**config.mk**
```make
export PLATFORM = sky130hd
export DESIGN_NAME = tsi_status_indicator
export DESIGN_NICKNAME = d
export VERILOG_FILES = /design/src/include/tsi_pkg.sv /design/src/rtl/tsi_status_indicator.sv
export SDC_FILE = /design/constraint.sdc
export NUM_CORES = 1
export LEC_CHECK = 0
export ABC_AREA = 1
export BUFFER_PORTS_ARGS = -buffer_cell sky130_fd_sc_hd__buf_4
export CORE_ASPECT_RATIO = 0.9
export CORE_UTILIZATION = 25
export CTS_CLUSTER_SIZE = 25
export DETAILED_ROUTE_END_ITERATION = 10
export PLACE_DENSITY = 0.47
export SYNTH_ARGS = -nofsm -noshare
export SYNTH_HDL_FRONTEND = slang
export SYNTH_SLANG_ARGS = --single-unit
```
**constraint.sdc**
```tcl
create_clock -name clock -period 14.7 [get_ports clock]
set_input_delay 2.94 -clock clock [delete_from_list [all_inputs] [get_ports clock]]
set_output_delay 2.94 -clock clock [all_outputs]
set_load 0.03 [all_outputs]
```
**src/include/tsi_pkg.sv**
```systemverilog
package tsi_pkg;

  localparam int unsigned CLOCK_HZ       = 100_000_000;
  localparam int unsigned INIT_MS        = 1000;
  localparam int unsigned FLASH_HALF_MS  = 250;
  localparam int unsigned FLASH_PAUSE_MS = 1000;
  localparam int unsigned INIT_CYCLES    = INIT_MS * (CLOCK_HZ / 1000);
  localparam int unsigned HALF_CYCLES    = FLASH_HALF_MS * (CLOCK_HZ / 1000);
  localparam int unsigned PAUSE_CYCLES   = FLASH_PAUSE_MS * (CLOCK_HZ / 1000);

  localparam int unsigned SWITCH_W = 8;
  localparam int unsigned DIGIT_W  = 4;

  localparam logic [3:0] CODE_LOW_POWER  = 4'h2;
  localparam logic [3:0] CODE_INPUT_ERR  = 4'h4;
  localparam logic [3:0] CODE_SW_STANDBY = 4'h5;
  localparam logic [3:0] CODE_SW_TX      = 4'h6;

  typedef enum logic [5:0] {
    TSI_INIT      = 6'h01,
    TSI_CARD_ERR  = 6'h02,
    TSI_INPUT_ERR = 6'h04,
    TSI_STANDBY   = 6'h08,
    TSI_TX        = 6'h10,
    TSI_SW_ERR    = 6'h20
  } tsi_state_t;

endpackage : tsi_pkg

```
**src/rtl/tsi_status_indicator.sv**
```systemverilog
`timescale 1ns/10ps
module tsi_status_indicator #(
  parameter int unsigned INIT_CYCLES  = tsi_pkg::INIT_CYCLES,
  parameter int unsigned HALF_CYCLES  = tsi_pkg::HALF_CYCLES,
  parameter int unsigned PAUSE_CYCLES = tsi_pkg::PAUSE_CYCLES
) (
  input  wire logic                         clock,
  input  wire logic                         reset_n,
  input  wire logic                         supplyOk,
  input  wire logic                         cardReadOk,
  input  wire logic                         inputsIdle,
  input  wire logic                         safetyActive,
  input  wire logic                         restartButton,
  input  wire logic                         restartManual,
  input  wire logic [tsi_pkg::SWITCH_W-1:0] configSwitches,
  input  wire logic                         channelConfigMode,
  input  wire logic [tsi_pkg::DIGIT_W-1:0]  channelUnits,
  input  wire logic [tsi_pkg::DIGIT_W-1:0]  channelTens,
  input  wire logic                         channelLowPowerBad,
  output logic                              greenStatusLamp,
  output logic                              redStatusLamp,
  output logic                              supplyPresentLamp,
  output logic                              radioTxEnable
);

  logic       rstSync1_q;
  logic       rstSync2_q;
  logic       rst_n;

  always_ff @(posedge clock or negedge reset_n) begin
    if (!reset_n) begin
      rstSync1_q <= 1'b0;
      rstSync2_q <= 1'b0;
    end else begin
      rstSync1_q <= 1'b1;
      rstSync2_q <= rstSync1_q;
    end
  end
  assign rst_n = rstSync2_q;

  tsi_pkg::tsi_state_t             state_q, state_d;
  logic [31:0]                     timer_q, timer_d;
  logic [tsi_pkg::SWITCH_W-1:0]    swRef_q, swRef_d;
  logic                            safetyPrev_q, safetyPrev_d;
  logic                            clearArmed_q, clearArmed_d;
  logic                            txFlash_q, txFlash_d;
  logic [31:0]                     txCnt_q, txCnt_d;
  logic [3:0]                      errCode_q, errCode_d;

  always_comb begin
    state_d      = state_q;
    timer_d      = timer_q;
    swRef_d      = swRef_q;
    safetyPrev_d = safetyActive;
    clearArmed_d = clearArmed_q;
    errCode_d    = errCode_q;
    txCnt_d      = txCnt_q + 32'h1;
    txFlash_d    = txFlash_q;
    if (txCnt_q >= HALF_CYCLES - 1) begin
      txCnt_d   = 32'h0;
      txFlash_d = !txFlash_q;
    end
    case (state_q)
      tsi_pkg::TSI_INIT: begin
        timer_d = timer_q + 32'h1;
        swRef_d = configSwitches;
        if (timer_q >= INIT_CYCLES - 1) begin
          timer_d = 32'h0;
          if (!cardReadOk) begin
            state_d = tsi_pkg::TSI_CARD_ERR;
          end else if (!inputsIdle) begin
            state_d = tsi_pkg::TSI_INPUT_ERR;
          // auto restart goes straight on air
          end else if (!restartManual && safetyActive) begin
            state_d = tsi_pkg::TSI_TX;
          end else begin
            state_d = tsi_pkg::TSI_STANDBY;
          end
        end
      end
      tsi_pkg::TSI_CARD_ERR,
      tsi_pkg::TSI_INPUT_ERR: begin
        // Only a fresh power-up leaves these faults
        state_d = state_q;
      end
      tsi_pkg::TSI_STANDBY: begin
        // manual wait for the restart button
        if (safetyActive && (restartButton || !restartManual)) begin
          state_d = tsi_pkg::TSI_TX;
        end
      end
      tsi_pkg::TSI_TX: begin
        // safety drop forces a new restart
        if (!safetyActive) begin
          state_d = tsi_pkg::TSI_STANDBY;
        end
      end
      tsi_pkg::TSI_SW_ERR: begin
        // restore switches, then activate and deactivate safety
        if (configSwitches != swRef_q) begin
          clearArmed_d = 1'b0;
        end else if (safetyActive && !safetyPrev_q) begin
          clearArmed_d = 1'b1;
        end else if (!safetyActive && safetyPrev_q && clearArmed_q) begin
          clearArmed_d = 1'b0;
          state_d      = tsi_pkg::TSI_STANDBY;
        end
      end
      default: begin
        state_d = tsi_pkg::TSI_INIT;
      end
    endcase
    if ((state_q == tsi_pkg::TSI_STANDBY || state_q == tsi_pkg::TSI_TX) &&
        configSwitches != swRef_q) begin
      state_d      = tsi_pkg::TSI_SW_ERR;
      clearArmed_d = 1'b0;
      errCode_d    = (state_q == tsi_pkg::TSI_TX) ? tsi_pkg::CODE_SW_TX
                                                  : tsi_pkg::CODE_SW_STANDBY;
    end
  end

  always_ff @(posedge clock or negedge rst_n) begin
    if (!rst_n) begin
      state_q      <= tsi_pkg::TSI_INIT;
      timer_q      <= 32'h0;
      swRef_q      <= '0;
      safetyPrev_q <= 1'b0;
      clearArmed_q <= 1'b0;
      txFlash_q    <= 1'b0;
      txCnt_q      <= 32'h0;
      errCode_q    <= 4'h0;
    end else begin
      state_q      <= state_d;
      timer_q      <= timer_d;
      swRef_q      <= swRef_d;
      safetyPrev_q <= safetyPrev_d;
      clearArmed_q <= clearArmed_d;
      txFlash_q    <= txFlash_d;
      txCnt_q      <= txCnt_d;
      errCode_q    <= errCode_d;
    end
  end

  // Pulse counts for the two flash engines: index 0 green, index 1 red
  logic [3:0] flashCode [2];
  logic       engineOn  [2];
  logic       useCodes;

  always_comb begin
    useCodes     = 1'b1;
    flashCode[0] = 4'h0;
    flashCode[1] = 4'h0;
    case (state_q)
      tsi_pkg::TSI_INPUT_ERR: begin
        flashCode[0] = tsi_pkg::CODE_INPUT_ERR;
        flashCode[1] = tsi_pkg::CODE_INPUT_ERR;
      end
      tsi_pkg::TSI_SW_ERR: begin
        flashCode[0] = errCode_q;
        flashCode[1] = errCode_q;
      end
      tsi_pkg::TSI_STANDBY,
      tsi_pkg::TSI_TX: begin
        if (channelConfigMode && channelLowPowerBad) begin
          flashCode[0] = tsi_pkg::CODE_LOW_POWER;
          flashCode[1] = tsi_pkg::CODE_LOW_POWER;
        end else if (channelConfigMode) begin
          // units on green, tens on red
          flashCode[0] = channelUnits;
          flashCode[1] = channelTens;
        end else begin
          useCodes = 1'b0;
        end
      end
      default: begin
        useCodes = 1'b0;
      end
    endcase
  end

  for (genvar i = 0; i < 2; i++) begin : gEngine
    logic [31:0] cnt_q, cnt_d;
    logic [4:0]  idx_q, idx_d;
    logic [3:0]  code_q;
    logic [4:0]  twice;

    // N pulses of equal on and off, then a long pause
    always_comb begin
      twice = {code_q, 1'b0};
      cnt_d = cnt_q + 32'h1;
      idx_d = idx_q;
      if (flashCode[i] != code_q) begin
        // Restart the pattern so a new code is never shown mid-count
        cnt_d = 32'h0;
        idx_d = 5'h0;
      end else if (idx_q >= twice) begin
        if (cnt_q >= PAUSE_CYCLES - 1) begin
          cnt_d = 32'h0;
          idx_d = 5'h0;
        end
      end else if (cnt_q >= HALF_CYCLES - 1) begin
        cnt_d = 32'h0;
        idx_d = idx_q + 5'h1;
      end
      // Dark on the restart cycle so an old pulse never merges with the first new one
      engineOn[i] = (flashCode[i] == code_q) && (idx_q < twice) && !idx_q[0];
    end

    always_ff @(posedge clock or negedge rst_n) begin
      if (!rst_n) begin
        cnt_q  <= 32'h0;
        idx_q  <= 5'h0;
        code_q <= 4'h0;
      end else begin
        cnt_q  <= cnt_d;
        idx_q  <= idx_d;
        code_q <= flashCode[i];
      end
    end
  end

  logic greenLamp_d;
  logic redLamp_d;

  always_comb begin
    greenLamp_d = 1'b0;
    redLamp_d   = 1'b0;
    if (useCodes) begin
      greenLamp_d = engineOn[0];
      redLamp_d   = engineOn[1];
    end else begin
      case (state_q)
        tsi_pkg::TSI_INIT: redLamp_d = 1'b1;
        tsi_pkg::TSI_CARD_ERR: begin
          greenLamp_d = 1'b1;
          redLamp_d   = 1'b1;
        end
        tsi_pkg::TSI_STANDBY: greenLamp_d = 1'b1;
        tsi_pkg::TSI_TX: greenLamp_d = txFlash_q;
        default: begin
          greenLamp_d = 1'b0;
          redLamp_d   = 1'b0;
        end
      endcase
    end
  end

  always_ff @(posedge clock or negedge rst_n) begin
    if (!rst_n) begin
      greenStatusLamp   <= 1'b0;
      redStatusLamp     <= 1'b0;
      supplyPresentLamp <= 1'b0;
      radioTxEnable     <= 1'b0;
    end else begin
      greenStatusLamp   <= greenLamp_d;
      redStatusLamp     <= redLamp_d;
      supplyPresentLamp <= supplyOk;
      radioTxEnable     <= (state_d == tsi_pkg::TSI_TX);
    end
  end

endmodule : tsi_status_indicator

```
; ---- Word level (Yosys, flattened, before mapping)
; Index checks and enable logic that the tools add are counted.
[totals]
register_bits = 173
latchBits = 0
mem_bits_rw = 0
rom_bits = 0
output_inout_bits = 4
n_memories = 0
[classes]
n_addsub = 6
mul = 0
n_div = 0
n_lt_le_gt_ge = 10
n_eq_ne = 14
shift = 0
n_mux = 45
bitwise = 0
reduce_logical = 31
[op_table]
columns = operator, n
row1 = $mux 32, 10
row2 = $add 32x1->32 const B, 4
row3 = $ge 32x25->1 const B, 3
row4 = $ge 32x27->1 const B, 3
row5 = $mux 5, 11
row6 = $mux 6, 7
row7 = $pmux 6 s5, 1
row8 = $pmux 8 s3, 1
row9 = $mux 8, 2
row10 = $eq 6x5->1 const B, 2
row11 = $logic_and 1x1->1, 11
row12 = $add 5x1->5 const B, 2
row13 = $ge 5x5->1, 2
row14 = $lt 5x5->1, 2
row15 = $mux 1, 10
row16 = $reduce_or 2->1, 5
row17 = $eq 4x4->1, 2
row18 = $ne 4x4->1, 2
row19 = $ne 8x8->1, 1
row20 = $eq 6x1->1 const B, 1
row21 = $eq 6x2->1 const B, 1
row22 = $eq 6x3->1 const B, 1
row23 = $eq 6x4->1 const B, 1
row24 = $eq 6x6->1 const B, 1
row25 = 9 further kinds, 20

; ---- Depth between registers and ports, before layout
[depth]
ltp_word = 9
depth_mapped = 15
depth_no_buf = 14

; ---- Least setup slack after synthesis
; Ideal clock, no wire load.
[synth_timing]
path_type = input to register
from = input port channelConfigMode
to = register gEngine[1].cnt_q[10]
setup_ns = 0.128
t_arrival_ns = 4.044
required_ns = 14.572
slack_ns = 10.529
path_stages = 12
path_cell_list = clkbuf_1 -> o21a_1 -> nand2_2 -> nand2_1 -> nand2_1 -> nand2_1 -> nor2_2 -> nand2_2 -> nor2_8 -> inv_4 -> buf_12 -> nor2_4
[synth_lines]
columns = item, line
row1 = start: declaration, tsi_status_indicator.sv:16  ; input wire logic channelConfigMode,
row2 = end signal: assignment, tsi_status_indicator.sv:215  ; cnt_q <= cnt_d;
row3 = end: declaration, tsi_status_indicator.sv:182  ; logic [31:0] cnt_q, cnt_d;

==> metrics.txt <==
# TYPE chip_impl_metric gauge
chip_impl_info{name="cts_tree",value="done"} 1
chip_impl_metric{name="fin_tns_setup",unit="ns"} 0
chip_impl_metric{name="postSynthCellCount",unit=""} 1220
chip_impl_metric{name="drv_slew",unit=""} 0
chip_impl_metric{name="placed_cell_area",unit="um^2"} 10600
chip_impl_metric{name="buffers_inserted_during_post_cts_setup_optimization",unit=""} 0
chip_impl_metric{name="ioPinCount",unit=""} 30
chip_impl_info{name="crit_path_end_kind",value="register"} 1
chip_impl_metric{name="die_y",unit="um"} 189
chip_impl_metric{name="gp_congestion",unit=""} 0.793
chip_impl_metric{name="layout_min_cycle_time",unit="ns"} 4.20
chip_impl_info{name="critPathKind",value="in -> reg"} 1
chip_impl_metric{name="whs",unit="ns"} 0.354
chip_impl_metric{name="synthDistinctLibCells",unit=""} 47
chip_impl_metric{name="critPathRequiredTime",unit="ns"} 15.06
chip_impl_metric{name="total_cts_buffers",unit=""} 17
chip_impl_metric{name="wl",unit="um"} 20900
chip_impl_info{name="hp-class",value="reg -> reg"} 1
chip_impl_metric{name="clock.fmax",unit="GHz"} 0.238
chip_impl_metric{name="worstPathMaxFanout",unit=""} 27
chip_impl_info{name="cts_root_buffer_type",value="sky130_fd_sc_hd__clkbuf_16"} 1
chip_impl_metric{name="grtUsageTotal",unit="%"} 11.6
chip_impl_metric{name="detailed_routing_iteration_count_for_the_pre_antenna_repair_pass",unit=""} 5
chip_impl_metric{name="drtAntennaViolNets",unit=""} 0
chip_impl_metric{name="synth_edf_count",unit=""} 0
chip_impl_metric{name="clk_latency",unit="ns"} 0.45
chip_impl_metric{name="clock_skew",unit="ns"} 0.0151
chip_impl_metric{name="synth-seq-cells",unit=""} 172
chip_impl_metric{name="seq_total_area_yosys",unit="%"} 44.2
chip_impl_metric{name="max_cap_violations",unit=""} 0
chip_impl_metric{name="cts_hold_buf",unit=""} 0
chip_impl_info{name="outcome",value="complete, no violations"} 1
chip_impl_metric{name="dp_hpwl",unit="um"} 15100
chip_impl_metric{name="worst_slew_margin_rel",unit="%"} 40.4
chip_impl_metric{name="leakagePower",unit="uW"} 0.00484
chip_impl_metric{name="floorplan.die_area",unit="um^2"} 39700
chip_impl_metric{name="core_region_area",unit="um^2"} 38400
chip_impl_info{name="rsz0062_at_grt",value="false"} 1
chip_impl_metric{name="via_per_inst",unit=""} 4.17
chip_impl_metric{name="postSynth.asyncResetShare",unit="%"} 100
chip_impl_metric{name="grt_antenna_before_repair",unit=""} 0
chip_impl_metric{name="arr_time_crit_path",unit="ns"} 4.56
chip_impl_metric{name="wire_per_inst",unit="um"} 11.6
chip_impl_metric{name="grt_overflow",unit=""} 0
chip_impl_info{name="synth.area.top_cells",value="sky130_fd_sc_hd__dfrtp_1 44%, sky130_fd_sc_hd__nand2_1 11%, sky130_fd_sc_hd__nor2_1 6.8%"} 1
chip_impl_metric{name="synth_top_cell_area_share",unit="%"} 44.0
chip_impl_metric{name="initial_utilization",unit="%"} 25.4
chip_impl_metric{name="placement_rows",unit=""} 68
chip_impl_metric{name="cts_num_sinks",unit=""} 172
chip_impl_metric{name="clock_tree.htree_level_count",unit=""} 4
chip_impl_metric{name="die_x",unit="um"} 210
chip_impl_metric{name="layout_worst_path_cycle_share",unit="%"} 28.6
chip_impl_metric{name="area_delta_synth_final",unit="%"} 14.9
chip_impl_metric{name="power.ir.vdd_worst",unit="V"} 0.0000818
chip_impl_info{name="setup.worst_path.start_class",value="primary input"} 1
chip_impl_metric{name="grt_max_degree",unit=""} 60
chip_impl_metric{name="number_of_resized_instances_in_the_post_cts_repair_step",unit=""} 0
chip_impl_metric{name="clock_slew_seen_by_the_registers_of_the_worst_setup_and_hold_paths",unit="ns"} 0.07
chip_impl_metric{name="vias_in_the_first_global_route",unit=""} 7540
chip_impl_info{name="synth_top_cell_by_area",value="sky130_fd_sc_hd__dfrtp_1"} 1
chip_impl_metric{name="post_synth.cell_area_avg",unit="um^2"} 7.98
chip_impl_metric{name="cts_max_path_bufs",unit=""} 2
chip_impl_metric{name="placement.io_buffers",unit=""} 29
chip_impl_metric{name="final_hold_fails",unit=""} 0
chip_impl_metric{name="worst_max_slew_pin_slew",unit="ns"} 0.892
chip_impl_metric{name="drc_errors",unit=""} 0
chip_impl_metric{name="grt_pass1_wl",unit="um"} 37100
chip_impl_metric{name="fin_area",unit="um^2"} 11200
chip_impl_metric{name="n_antenna_cell",unit=""} 0
chip_impl_metric{name="yosys_warnings",unit=""} 0
chip_impl_metric{name="setup-violations-final",unit=""} 0
chip_impl_metric{name="fraction_of_layout_cells_with_a_size_suffix_above_1",unit="%"} 11.1
chip_impl_metric{name="power.density",unit="nW/um^2"} 101
chip_impl_metric{name="layout.nets",unit=""} 1311
chip_impl_metric{name="fill_cells",unit=""} 4194
chip_impl_metric{name="dr_total_vias",unit=""} 7548
chip_impl_info{name="postSynth.topFlopCell",value="sky130_fd_sc_hd__dfrtp_1"} 1
chip_impl_metric{name="detailedRoute.firstIterationViolations",unit=""} 421
chip_impl_metric{name="syn-cell-area",unit="um^2"} 9730
==> cell families (layout without fill, tap and decap cells) <==
family / count (synthesis) / count (layout) / synth area share, %
xor+xnor: 80 / 80 / 7.20
other cells: 2 / 18 / 0.0771
fa+ha+maj: 14 / 14 / 1.80
buf+inv: 169 / 217 / 7.35
compound gates: 70 / 70 / 3.96
simple gates: 713 / 713 / 35.4
flops: 172 / 172 / 44.2
==> power by group <==
group	internal (uW)	switching [uW]
Combinational	39.9	86.5
Clock	276	204
Sequential	501	24.2
==> routing by layer <==
metal / routed length (um) / vias to the layer above / global-route usage (%)
li1: - / 3957 / -
met1: 11100 / 3488 / 16.5
met2: 8830 / 88 / 16.9
met3: 815 / 15 / 3.17
met4: 191 / 0 / 3.34
met5: 0 / - / 0
==> stage by stage <==
stage / power, uW / utilization [%] / std cells / setup slack, ns
after CTS: 1160 / 29.1 / 1809 / 10.51
final: 1130 / 29.1 / 1809 / 10.50
after global routing: 1200 / 29.1 / 1809 / 10.30
after floorplan: 622 / - / 1236 / 9.55
after global placement: 663 / 27.5 / 1777 / 10.08
after detailed placement: 664 / 27.5 / 1777 / 10.03
==> synthesized netlist by cell type (3+ instances only) <==
master,instances
sky130_fd_sc_hd__a21oi_1,27
sky130_fd_sc_hd__buf_1,3
sky130_fd_sc_hd__buf_12,4
sky130_fd_sc_hd__clkbuf_1,5
sky130_fd_sc_hd__dfrtp_1,171
sky130_fd_sc_hd__ha_1,14
sky130_fd_sc_hd__inv_1,150
sky130_fd_sc_hd__nand2_1,282
sky130_fd_sc_hd__nand2_2,11
sky130_fd_sc_hd__nand3_1,80
sky130_fd_sc_hd__nand3_2,3
sky130_fd_sc_hd__nand3b_1,3
sky130_fd_sc_hd__nand4_1,38
sky130_fd_sc_hd__nor2_1,176
sky130_fd_sc_hd__nor2_2,5
sky130_fd_sc_hd__nor2_4,40
sky130_fd_sc_hd__nor3_1,49
sky130_fd_sc_hd__nor3_2,3
sky130_fd_sc_hd__nor3b_1,6
sky130_fd_sc_hd__nor4_1,3
sky130_fd_sc_hd__o21ai_0,29
sky130_fd_sc_hd__or2_2,4
sky130_fd_sc_hd__xnor2_1,16
sky130_fd_sc_hd__xor2_1,64
==> registers in the layout, summed over array words and instances (netlist names), 3 cells and up <==
name,cells
gEngine.code_q,8
gEngine.cnt_q,64
timer_q,32
state_q,6
errCode_q,3
txCnt_q,32
swRef_q,8
gEngine.idx_q,10
==> cell type report <==
type                            instances  area (um^2)  share of cell area (%)
Multi-Input combinational cell        895         4770                    42.7
Sequential cell                       172         4310                    38.5
Clock buffer                           18          439                    3.93
Tap cell                              525          657                    5.88
Inverter                              153          577                    5.16
Timing Repair Buffer                   32          240                    2.15
Clock inverter                         14          185                    1.66
==> worst paths after layout <==
kind / startpoint / to / slack (ns) / cells after the start
setup / recovery: channelLowPowerBad / gEngine[0].cnt_q[5] / 10.50 / 12
hold / removal: rstSync1_q / rstSync2_q / 0.35 / 0
setup reg to reg: gEngine[1].cnt_q[0] / gEngine[1].cnt_q[5] / 12.17 / 14
hold reg to reg: rstSync1_q / rstSync2_q / 0.35 / 0
max in group asynchronous: rstSync2_q / gEngine[1].cnt_q[10] / 12.26 / 2
min in group asynchronous: rstSync2_q / swRef_q[1] / 0.42 / 0
==> critical path: stages <==
cell and delay, ns:
sky130_fd_sc_hd__buf_4 0.12, sky130_fd_sc_hd__inv_1 0.18, sky130_fd_sc_hd__nand3_1 0.10, sky130_fd_sc_hd__inv_1 0.08, sky130_fd_sc_hd__nand2_2 0.06, sky130_fd_sc_hd__nand2_2 0.08
sky130_fd_sc_hd__nand2_1 0.06, sky130_fd_sc_hd__nand2_2 0.07, sky130_fd_sc_hd__nand2_4 0.06, sky130_fd_sc_hd__nor2_8 0.20, sky130_fd_sc_hd__nand2_4 0.38, sky130_fd_sc_hd__nor2_1 0.21
==> layout by cell type, fill, tap and decap left out, types with 11 or more instances in the layout <==
cell type / n
sky130_fd_sc_hd__nor3_1: 49
sky130_fd_sc_hd__inv_1: 150
sky130_fd_sc_hd__xnor2_1: 16
sky130_fd_sc_hd__conb_1: 18
sky130_fd_sc_hd__nor2_4: 40
sky130_fd_sc_hd__nand2_1: 282
sky130_fd_sc_hd__a21oi_1: 27
sky130_fd_sc_hd__nand2_2: 11
sky130_fd_sc_hd__clkbuf_16: 17
sky130_fd_sc_hd__nor2_1: 176
sky130_fd_sc_hd__ha_1: 14
sky130_fd_sc_hd__nand3_1: 80
sky130_fd_sc_hd__dfrtp_1: 170
sky130_fd_sc_hd__o21ai_0: 29
sky130_fd_sc_hd__nand4_1: 38
sky130_fd_sc_hd__xor2_1: 64
sky130_fd_sc_hd__buf_4: 32
(Power assumes the default switching activity.)
